### config.mk
export PLATFORM = sky130hd
export DESIGN_NAME = mirc_top
export DESIGN_NICKNAME = d
export VERILOG_FILES = /design/src/design/mirc_pkg.sv /design/src/design/mirc_grp_if.sv /design/src/design/mirc_top.sv /design/src/design/mirc_edge.sv /design/src/design/mirc_group.sv
export VERILOG_INCLUDE_DIRS = /design/src /design/src/design
export SDC_FILE = /design/constraint.sdc
export NUM_CORES = 1
export LEC_CHECK = 0
export ABC_AREA = 1
export BUFFER_PORTS_ARGS = -buffer_cell sky130_fd_sc_hd__clkbuf_2
export CORE_MARGIN = 10
export CORE_UTILIZATION = 25
export DETAILED_ROUTE_END_ITERATION = 7
export SYNTH_ARGS = -nofsm -noshare
export SYNTH_HDL_FRONTEND = slang
export SYNTH_SLANG_ARGS = --single-unit
### constraint.sdc
create_clock -name i_clk -period 1.2 [get_ports i_clk]
set_input_delay 0.24 -clock i_clk [delete_from_list [all_inputs] [get_ports i_clk]]
set_output_delay 0.24 -clock i_clk [all_outputs]
set_load 0.005 [all_outputs]
### src/design/mirc_map.svh
/*
 Register offsets, bit positions, masks and reset values of the interrupt
 request block. Assumes it is included by bare name before the package import.
*/
`ifndef MIRC_MAP_SVH
`define MIRC_MAP_SVH

// ----------------------------------------------------------------------
// Register offsets
// ----------------------------------------------------------------------
`define MIRC_A_EDGE 4'h0
`define MIRC_A_CTRL0 4'h1
`define MIRC_A_CTRL1 4'h2
`define MIRC_A_CTRL2 4'h3
`define MIRC_A_GRP0 4'h4
`define MIRC_A_GRP1 4'h5
`define MIRC_A_GRP2 4'h6
`define MIRC_A_STS 4'h7
`define MIRC_A_CLR 4'h8
`define MIRC_A_IEN 4'h9

// ----------------------------------------------------------------------
// Bit positions
// ----------------------------------------------------------------------
`define MIRC_B_EMI 0
`define MIRC_B_PIN_EN 1
`define MIRC_B_CMP_EN 2
`define MIRC_B_G0_EN 3
`define MIRC_B_PIN_F 4
`define MIRC_B_CMP_F 5
`define MIRC_B_G0_F 6
`define MIRC_B_G1_EN 0
`define MIRC_B_G2_EN 1
`define MIRC_B_ADC_EN 2
`define MIRC_B_TB0_EN 3
`define MIRC_B_G1_F 4
`define MIRC_B_G2_F 5
`define MIRC_B_ADC_F 6
`define MIRC_B_TB0_F 7
`define MIRC_B_TB1_EN 0
`define MIRC_B_TB1_F 4
`define MIRC_B_SUB_F 4

// ----------------------------------------------------------------------
// Masks and reset values
// ----------------------------------------------------------------------
`define MIRC_M_EDGE 8'h03
`define MIRC_M_CTRL0 8'h7f
`define MIRC_M_CTRL1 8'hff
`define MIRC_M_CTRL1_NOG1 8'hee
`define MIRC_M_CTRL2 8'h11
`define MIRC_RST_EDGE 8'h03
`define MIRC_RST_CTRL 8'h00

`endif

### src/design/mirc_pkg.sv
/*
 Types of the interrupt request block.
 Assumes nothing beyond a SystemVerilog compiler.
*/
package mirc_pkg;
    typedef logic [7:0] mirc_byte_t;
    typedef enum logic [1:0] {EDGE_OFF, EDGE_RISE, EDGE_FALL, EDGE_BOTH} mirc_edge_e;
endpackage

### src/design/mirc_grp_if.sv
/*
 Carrier between the top and one sub-source group.
 Assumes the top drives events and bus writes, the group answers.
*/
`timescale 1ns/1ps
interface mirc_grp_if #(parameter int N = 4);
    logic [N-1:0] ev;
    logic wr;
    logic [7:0] wdata;
    logic [7:0] value;
    logic req;
    modport top (output ev, output wr, output wdata, input value, input req);
    modport grp (input ev, input wr, input wdata, output value, output req);
endinterface

### src/design/mirc_top.sv
/*
 Interrupt request and enable logic of a small microcontroller.
 Assumes all event inputs are synchronous one-cycle pulses or levels on
 i_clk, and a register master with one-cycle strobes and no wait states.
*/
// Chosen here: the plain strobed port and the placing of the registers.
`timescale 1ns/1ps
`include "mirc_map.svh"

// Overview of operation
// Pending enabled request suspends core program
// Sources: pin, timers, comparator, timebase, others
// Hardware sets flags; software owns enables
// Primary registers hold primary flags, enables
// Groups fold sub-source flags into one
// Edge field: off, rise, fall, both
// Control 0 bit layout, global enable bit 0
// Flags read pending, software may write them
// Unused bits ignore writes, read zero
// Software leaves reserved group 1 untouched
// Enabled pending flag selects source vector
// Comparator flag on result bit change
// Group flag when enabled sub flag set
// Deliver only with global, enable, flag set
module mirc_top
    import mirc_pkg::*;
#(
    parameter bit G1_ON = 1'b1
) (
    input wire logic i_clk, // System clock, 50 MHz
    input wire logic i_rstn, // Async reset, active low
    input wire logic i_ce, // Clock enable, freezes state
    input wire logic [3:0] i_addr, // Register address
    input wire logic [7:0] i_wdata, // Write data
    input wire logic i_wr, // Write strobe
    input wire logic i_rd, // Read strobe
    output logic [7:0] o_rdata, // Read data, cycle after i_rd
    input wire logic i_pin, // External interrupt pin
    input wire logic i_cmp_out, // Comparator result bit
    input wire logic i_adc_done, // Converter end pulse
    input wire logic i_tb0, // Time base 0 pulse
    input wire logic i_tb1, // Time base 1 pulse
    input wire logic i_lvd, // Low voltage pulse
    input wire logic i_eeprom, // EEPROM done pulse
    input wire logic i_serial, // Serial port unit pulse
    input wire logic [2:0] i_tmr_period, // Timer period pulses
    input wire logic [2:0] i_tmr_match_a, // Timer match A pulses
    input wire logic i_tmr_match_b, // Timer 2 match B pulse
    output logic o_core_req, // Request to core
    output logic [2:0] o_core_vec, // Source of request
    output logic o_irq // Status interrupt line
);
    // ------------------------------------------------------------------
    // Source order in the primary vectors
    // ------------------------------------------------------------------
    localparam int S_PIN = 0;
    localparam int S_CMP = 1;
    localparam int S_G0 = 2;
    localparam int S_G1 = 3;
    localparam int S_G2 = 4;
    localparam int S_ADC = 5;
    localparam int S_TB0 = 6;
    localparam int S_TB1 = 7;
    localparam mirc_byte_t M_CTRL1 = G1_ON ? `MIRC_M_CTRL1 : `MIRC_M_CTRL1_NOG1;

    mirc_byte_t edge_q;
    mirc_byte_t ctrl0_q;
    mirc_byte_t ctrl1_q;
    mirc_byte_t ctrl2_q;
    mirc_byte_t sts_q;
    mirc_byte_t ien_q;
    mirc_byte_t rd_d;
    logic [7:0] p_f;
    logic [7:0] p_e;
    logic [7:0] p_set;
    logic [7:0] pend;
    logic [2:0] vec_d;
    logic pin_ev;
    logic cmp_ev;
    logic wr_edge;
    logic wr_c0;
    logic wr_c1;
    logic wr_c2;

    mirc_grp_if #(.N(4)) g0 ();
    mirc_grp_if #(.N(3)) g1 ();
    mirc_grp_if #(.N(3)) g2 ();

    // ------------------------------------------------------------------
    // Write decode
    // ------------------------------------------------------------------
    assign wr_edge = i_wr && (i_addr == `MIRC_A_EDGE);
    assign wr_c0 = i_wr && (i_addr == `MIRC_A_CTRL0);
    assign wr_c1 = i_wr && (i_addr == `MIRC_A_CTRL1);
    assign wr_c2 = i_wr && (i_addr == `MIRC_A_CTRL2);

    // ------------------------------------------------------------------
    // Event sources
    // ------------------------------------------------------------------
    mirc_edge u_pin_edge (
        .i_clk(i_clk),
        .i_rstn(i_rstn),
        .i_ce(i_ce),
        .i_in(i_pin),
        .i_mode(mirc_edge_e'(edge_q[1:0])),
        .o_ev(pin_ev)
    );

    // Any change of the result bit, not of the output pin
    mirc_edge u_cmp_edge (
        .i_clk(i_clk),
        .i_rstn(i_rstn),
        .i_ce(i_ce),
        .i_in(i_cmp_out),
        .i_mode(EDGE_BOTH),
        .o_ev(cmp_ev)
    );

    assign g0.ev = {i_tmr_match_a[1], i_tmr_period[1], i_tmr_match_a[0], i_tmr_period[0]};
    assign g1.ev = {i_tmr_match_b, i_tmr_match_a[2], i_tmr_period[2]};
    assign g2.ev = {i_serial, i_eeprom, i_lvd};
    assign g0.wr = i_wr && (i_addr == `MIRC_A_GRP0);
    assign g1.wr = i_wr && (i_addr == `MIRC_A_GRP1);
    assign g2.wr = i_wr && (i_addr == `MIRC_A_GRP2);
    assign g0.wdata = i_wdata;
    assign g1.wdata = i_wdata;
    assign g2.wdata = i_wdata;

    mirc_group #(.N(4), .EN(1'b1)) u_grp0 (
        .i_clk(i_clk),
        .i_rstn(i_rstn),
        .i_ce(i_ce),
        .g(g0)
    );

    mirc_group #(.N(3), .EN(G1_ON)) u_grp1 (
        .i_clk(i_clk),
        .i_rstn(i_rstn),
        .i_ce(i_ce),
        .g(g1)
    );

    mirc_group #(.N(3), .EN(1'b1)) u_grp2 (
        .i_clk(i_clk),
        .i_rstn(i_rstn),
        .i_ce(i_ce),
        .g(g2)
    );

    assign p_set[S_PIN] = pin_ev;
    assign p_set[S_CMP] = cmp_ev;
    assign p_set[S_G0] = g0.req;
    assign p_set[S_G1] = g1.req && G1_ON;
    assign p_set[S_G2] = g2.req;
    assign p_set[S_ADC] = i_adc_done;
    assign p_set[S_TB0] = i_tb0;
    assign p_set[S_TB1] = i_tb1;

    // ------------------------------------------------------------------
    // Primary registers: a set event wins over a software write
    // ------------------------------------------------------------------
    always_ff @(posedge i_clk or negedge i_rstn) begin
        if (!i_rstn) begin
            edge_q <= `MIRC_RST_EDGE;
        end else if (i_ce && wr_edge) begin
            edge_q <= i_wdata & `MIRC_M_EDGE;
        end
    end

    always_ff @(posedge i_clk or negedge i_rstn) begin
        if (!i_rstn) begin
            ctrl0_q <= `MIRC_RST_CTRL;
        end else if (i_ce) begin
            if (wr_c0) begin
                ctrl0_q <= i_wdata & `MIRC_M_CTRL0;
            end
            if (p_set[S_PIN]) begin
                ctrl0_q[`MIRC_B_PIN_F] <= 1'b1;
            end
            if (p_set[S_CMP]) begin
                ctrl0_q[`MIRC_B_CMP_F] <= 1'b1;
            end
            if (p_set[S_G0]) begin
                ctrl0_q[`MIRC_B_G0_F] <= 1'b1;
            end
        end
    end

    always_ff @(posedge i_clk or negedge i_rstn) begin
        if (!i_rstn) begin
            ctrl1_q <= `MIRC_RST_CTRL;
        end else if (i_ce) begin
            if (wr_c1) begin
                ctrl1_q <= i_wdata & M_CTRL1;
            end
            if (p_set[S_G1]) begin
                ctrl1_q[`MIRC_B_G1_F] <= 1'b1;
            end
            if (p_set[S_G2]) begin
                ctrl1_q[`MIRC_B_G2_F] <= 1'b1;
            end
            if (p_set[S_ADC]) begin
                ctrl1_q[`MIRC_B_ADC_F] <= 1'b1;
            end
            if (p_set[S_TB0]) begin
                ctrl1_q[`MIRC_B_TB0_F] <= 1'b1;
            end
        end
    end

    always_ff @(posedge i_clk or negedge i_rstn) begin
        if (!i_rstn) begin
            ctrl2_q <= `MIRC_RST_CTRL;
        end else if (i_ce) begin
            if (wr_c2) begin
                ctrl2_q <= i_wdata & `MIRC_M_CTRL2;
            end
            if (p_set[S_TB1]) begin
                ctrl2_q[`MIRC_B_TB1_F] <= 1'b1;
            end
        end
    end

    // ------------------------------------------------------------------
    // Primary flag and enable vectors
    // ------------------------------------------------------------------
    assign p_f = {ctrl2_q[`MIRC_B_TB1_F], ctrl1_q[`MIRC_B_TB0_F], ctrl1_q[`MIRC_B_ADC_F],
                  ctrl1_q[`MIRC_B_G2_F], ctrl1_q[`MIRC_B_G1_F], ctrl0_q[`MIRC_B_G0_F],
                  ctrl0_q[`MIRC_B_CMP_F], ctrl0_q[`MIRC_B_PIN_F]};
    assign p_e = {ctrl2_q[`MIRC_B_TB1_EN], ctrl1_q[`MIRC_B_TB0_EN], ctrl1_q[`MIRC_B_ADC_EN],
                  ctrl1_q[`MIRC_B_G2_EN], ctrl1_q[`MIRC_B_G1_EN], ctrl0_q[`MIRC_B_G0_EN],
                  ctrl0_q[`MIRC_B_CMP_EN], ctrl0_q[`MIRC_B_PIN_EN]};
    assign pend = p_f & p_e;

    // Lowest source index wins the vector
    always_comb begin
        vec_d = 3'h0;
        for (int i = 7; i >= 0; i--) begin
            if (pend[i]) begin
                vec_d = 3'(i);
            end
        end
    end

    always_ff @(posedge i_clk or negedge i_rstn) begin
        if (!i_rstn) begin
            o_core_req <= 1'b0;
            o_core_vec <= 3'h0;
        end else if (i_ce) begin
            o_core_req <= ctrl0_q[`MIRC_B_EMI] && (|pend);
            o_core_vec <= vec_d;
        end
    end

    // ------------------------------------------------------------------
    // Sticky status, write-one-to-clear, set wins
    // ------------------------------------------------------------------
    always_ff @(posedge i_clk or negedge i_rstn) begin
        if (!i_rstn) begin
            sts_q <= 8'h00;
        end else if (i_ce) begin
            if (i_wr && (i_addr == `MIRC_A_CLR)) begin
                sts_q <= (sts_q & ~i_wdata) | p_set;
            end else begin
                sts_q <= sts_q | p_set;
            end
        end
    end

    always_ff @(posedge i_clk or negedge i_rstn) begin
        if (!i_rstn) begin
            ien_q <= 8'h00;
        end else if (i_ce && i_wr && (i_addr == `MIRC_A_IEN)) begin
            ien_q <= i_wdata;
        end
    end

    always_ff @(posedge i_clk or negedge i_rstn) begin
        if (!i_rstn) begin
            o_irq <= 1'b0;
        end else if (i_ce) begin
            o_irq <= |(sts_q & ien_q);
        end
    end

    // ------------------------------------------------------------------
    // Read port
    // ------------------------------------------------------------------
    always_comb begin
        case (i_addr)
            `MIRC_A_EDGE: rd_d = edge_q;
            `MIRC_A_CTRL0: rd_d = ctrl0_q;
            `MIRC_A_CTRL1: rd_d = ctrl1_q;
            `MIRC_A_CTRL2: rd_d = ctrl2_q;
            `MIRC_A_GRP0: rd_d = g0.value;
            `MIRC_A_GRP1: rd_d = g1.value;
            `MIRC_A_GRP2: rd_d = g2.value;
            `MIRC_A_STS: rd_d = sts_q;
            `MIRC_A_IEN: rd_d = ien_q;
            default: rd_d = 8'h00;
        endcase
    end

    always_ff @(posedge i_clk or negedge i_rstn) begin
        if (!i_rstn) begin
            o_rdata <= 8'h00;
        end else if (i_ce) begin
            o_rdata <= i_rd ? rd_d : 8'h00;
        end
    end
endmodule // mirc_top

### src/design/mirc_edge.sv
/*
 Selectable edge detector for a synchronous level.
 Assumes the input is already synchronous to i_clk.
*/
`timescale 1ns/1ps
module mirc_edge
    import mirc_pkg::*;
(
    input wire logic i_clk, // System clock
    input wire logic i_rstn, // Async reset, active low
    input wire logic i_ce, // Clock enable
    input wire logic i_in, // Watched level
    input wire mirc_edge_e i_mode, // Edges to report
    output logic o_ev // One-cycle edge pulse
);
    logic prev_q;
    logic vld_q;
    logic rise;
    logic fall;

    // No edge is reported before the first sample after reset
    always_ff @(posedge i_clk or negedge i_rstn) begin
        if (!i_rstn) begin
            prev_q <= 1'b0;
            vld_q <= 1'b0;
        end else if (i_ce) begin
            prev_q <= i_in;
            vld_q <= 1'b1;
        end
    end

    assign rise = vld_q & i_in & ~prev_q;
    assign fall = vld_q & ~i_in & prev_q;

    always_comb begin
        case (i_mode)
            EDGE_RISE: o_ev = rise;
            EDGE_FALL: o_ev = fall;
            EDGE_BOTH: o_ev = rise | fall;
            default: o_ev = 1'b0;
        endcase
    end
endmodule // mirc_edge

### src/design/mirc_group.sv
/*
 One multi-function group: per sub-source flag and enable bits.
 Assumes flags at bits 4 up, enables at bits 0 up; EN low makes it reserved.
*/
`timescale 1ns/1ps
`include "mirc_map.svh"
module mirc_group
    import mirc_pkg::*;
#(
    parameter int N = 4,
    parameter bit EN = 1'b1
) (
    input wire logic i_clk, // System clock
    input wire logic i_rstn, // Async reset, active low
    input wire logic i_ce, // Clock enable
    mirc_grp_if.grp g // Group carrier
);
    logic [N-1:0] flag_q;
    logic [N-1:0] en_q;

    if (N < 1 || N > 4) begin : g_chk
        $error("mirc_group: N must be 1 to 4");
    end

    for (genvar i = 0; i < N; i++) begin : g_bit
        always_ff @(posedge i_clk or negedge i_rstn) begin
            if (!i_rstn) begin
                flag_q[i] <= 1'b0;
                en_q[i] <= 1'b0;
            end else if (i_ce && EN) begin
                if (g.wr) begin
                    flag_q[i] <= g.wdata[`MIRC_B_SUB_F+i];
                    en_q[i] <= g.wdata[i];
                end
                if (g.ev[i]) begin
                    flag_q[i] <= 1'b1;
                end
            end
        end
    end

    always_comb begin
        g.value = 8'h00;
        g.value[`MIRC_B_SUB_F +: N] = flag_q;
        g.value[N-1:0] = en_q;
    end

    assign g.req = |(flag_q & en_q);
endmodule // mirc_group

==> results.md <==
* Status: complete, no violations
* Post-synth EDFFs at 0
* Clock sink count at 71
* Area after DPL at 4390 um2
* Synth Area per Inst at 7.77 um2
* Initial DRC count at 368
* Worst-path clk slew at 0.06 ns
* Hold Crit Class: in2reg
* Bufs on Longest Clock Path at 2
* Die X-Extent at 139 um
* Final hold vios at 0
* Data required, critical path at 1.42 ns
* Fin crit period at 1.15 ns
* Seq/Total Area, Yosys at 49.9%
* Share of post-route cells with drive strength above 1 at 24.1%
* Top Ports at 45
* Max-Cap Viols at 0
* Overall power at 7.18 mW
* Vias in the first global route at 3461
* Cell variety after synth at 35
* Mapped cell area at 3560 um2
* Post-Place Worst Slack at -0.208 ns
* WS Path Type: reg2reg
* First-pass DRT Iterations at 5
* Peak supply drop at 0.000762 V
* RSZ-0062 raised after global routing: no
* Most frequent cells in the layout: 173 x nand2_1, 69 x dfrtp_1, 48 x buf_4
* Die H at 139 um
* Final WS setup at 0.0540 ns
* Routed Antenna Nets at 0
* Final worst-path cycle share at 95.5%
* Vias/cell at 4.67
* WP data arrival at 1.36 ns
* Clk Latency, worst-skew pair at 0.34 ns
* Largest net degree at the start of global routing at 72
* M3 GR Usage at 2.38%
* Max-slew violations at 0
* Port buffer count at 44
* Clock Skews at 0.00816 ns
* Instance count of the mapped netlist at 459
* Post-detailed-routing wire length at 11700 um
* Worst Tran Pin Value at 0.470 ns
* Crit-path max FO at 2
* Commonest non-fill, non-tap cell in the layout: nand2_1
* Crit. Startpoint: u_grp0.g.value[3]
* Synth-to-Final Area Change at 33.3%
* CTS root buffer: clkbuf_16
* DIE AREA at 19400 um2
* Initial antenna violation count at 0
* First-pass GRT wire length at 18700 um
* Gr ovfl total at 0
* CTS tree: done
* Fin area at 4750 um2
* Dpl hpwl at 9230 um
* GP Congestion at 0.971
* Vias after detailed routing at 3459
* PwrDens at 1510 nW/um2
* Slew HR at 68.4%
* Initial Util at 25.6%
* Setup Viol. Count Final at 0
* Drt drc at 0
* Reg2reg start: u_grp0.g.value[3]
* FILL cells at 1440
* Min-delay src: i_tmr_match_a[0]
* Yosys warns at 0
* LEAKAGE at 2.42 nW
* H-tree depth at 3
* Crit path launch type: flop
* Met2 Resource Use GR at 19.8%
* Synthesized Nets at 491
* Routed WL per cell at 15.9 um
* Core Area at 13900 um2
* TritonCTS Buffers at 9
* Diode count at 0
* Fmax at 873 MHz
* All-layer global routing usage at 12.1%
* #FFs+latches synth at 71
* Prevailing post-synth register cell: dfrtp_1
* Min Hold Slack at 0.120 ns
* Crit end category: flop
* Number of setup buffers added after CTS at 0
* Most Crowded Layer GR: met2
* Post-synth ARST share at 100%
* Rows at 43
* GR met1 Demand/Resource at 15.3%
* Fin nets at 588
## what timing repair did
action	4_1_cts	5_1_grt
gates resized for setup	0	1
endpoints found under the hold margin	69	0
hold buffers	1	0
endpoints found under the setup margin	0	1
## power by group
part | switching (mW) | internal [mW] | total, mW
Sequential | 0.212 | 2.69 | 2.90
Clock | 1.04 | 2.08 | 3.12
Combinational | 0.676 | 0.486 | 1.16
## worst max-delay path: stages (launching register included)
cell	delay [ns]
dfrtp_1	0.38
nand2_1	0.14
o21ai_0	0.10
o21ai_0	0.18
buf_4	0.16
nand3_1	0.07
## logic make-up (layout without fill, tap and decap cells)
| logic type | count (synthesis) | after routing | synth area share (%) |
|---|---|---|---|
| buffers and inverters | 50 | 152 | 5.76 |
| AOI/OAI and AO/OA | 82 | 82 | 13.9 |
| muxes | 1 | 1 | 0.281 |
| and+or+nand+nor | 255 | 255 | 30.2 |
| DFF | 71 | 71 | 49.9 |
## area by class of cell
class	count	area, um2	area share, %
tap	180	225	4.74
clock inverter	6	108	2.26
multi-input combinational	338	1580	33.3
inverter	39	146	3.08
clock buffer	10	239	5.03
timing repair buffer	97	671	14.1
sequential	71	1780	37.5
## per-layer routing
metal / up-vias / routed length, um
met5: - / 0
met4: 0 / 269
met3: 24 / 489
met2: 95 / 5680
met1: 1644 / 5310
li1: 1696 / -
## per-stage QoR
| step | setup TNS, ns | std cells | util (%) |
|---|---|---|---|
| after floorplan | 0 | 459 | - |
| after global placement | -6.76 | 724 | 31.5 |
| after detailed placement | -8.07 | 724 | 31.5 |
| after CTS | 0 | 741 | 34.1 |
| after global routing | 0 | 741 | 34.1 |
| final | 0 | 741 | 34.1 |
## sequential cells by signal (all words and copies together) (netlist names), 3 cells and up
register,cells
ctrl1_q,8
ien_q,8
o_rdata,8
sts_q,8
u_grp0.g.value,8
ctrl0_q,7
u_grp1.g.value,6
u_grp2.g.value,6
o_core_vec,3
## synthesized netlist by cell type, types with 3 or more instances
cell type,number,area [um2]
nand2_1,173,649
dfrtp_1,69,1730
nand3_1,38,190
inv_1,35,131
o21ai_0,34,170
nor2_1,26,97.6
o21ai_1,13,65.1
a22oi_1,6,45.0
a21oi_1,5,25.0
buf_2,5,25.0
nor2_4,5,56.3
o211ai_1,5,37.5
a22o_1,4,35.0
inv_2,4,15.0
nor2_2,4,25.0
o22ai_1,4,25.0
a31oi_1,3,18.8
clkbuf_1,3,11.3
nand2_2,3,18.8
## path summary, 6_finish.rpt
check | end | slack (ns) | depth (start not counted)
hold / removal | u_grp0.g.value[5] | 0.12 | 3
hold reg to reg | o_rdata[2] | 0.48 | 2
min in group asynchronous | o_core_vec[1] | 0.45 | 3
max in group asynchronous | edge_q[1] | 0.42 | 3
setup / recovery | ctrl0_q[6] | 0.05 | 5
setup reg to reg | ctrl0_q[6] | 0.05 | 5
(Power assumes the default switching activity.)
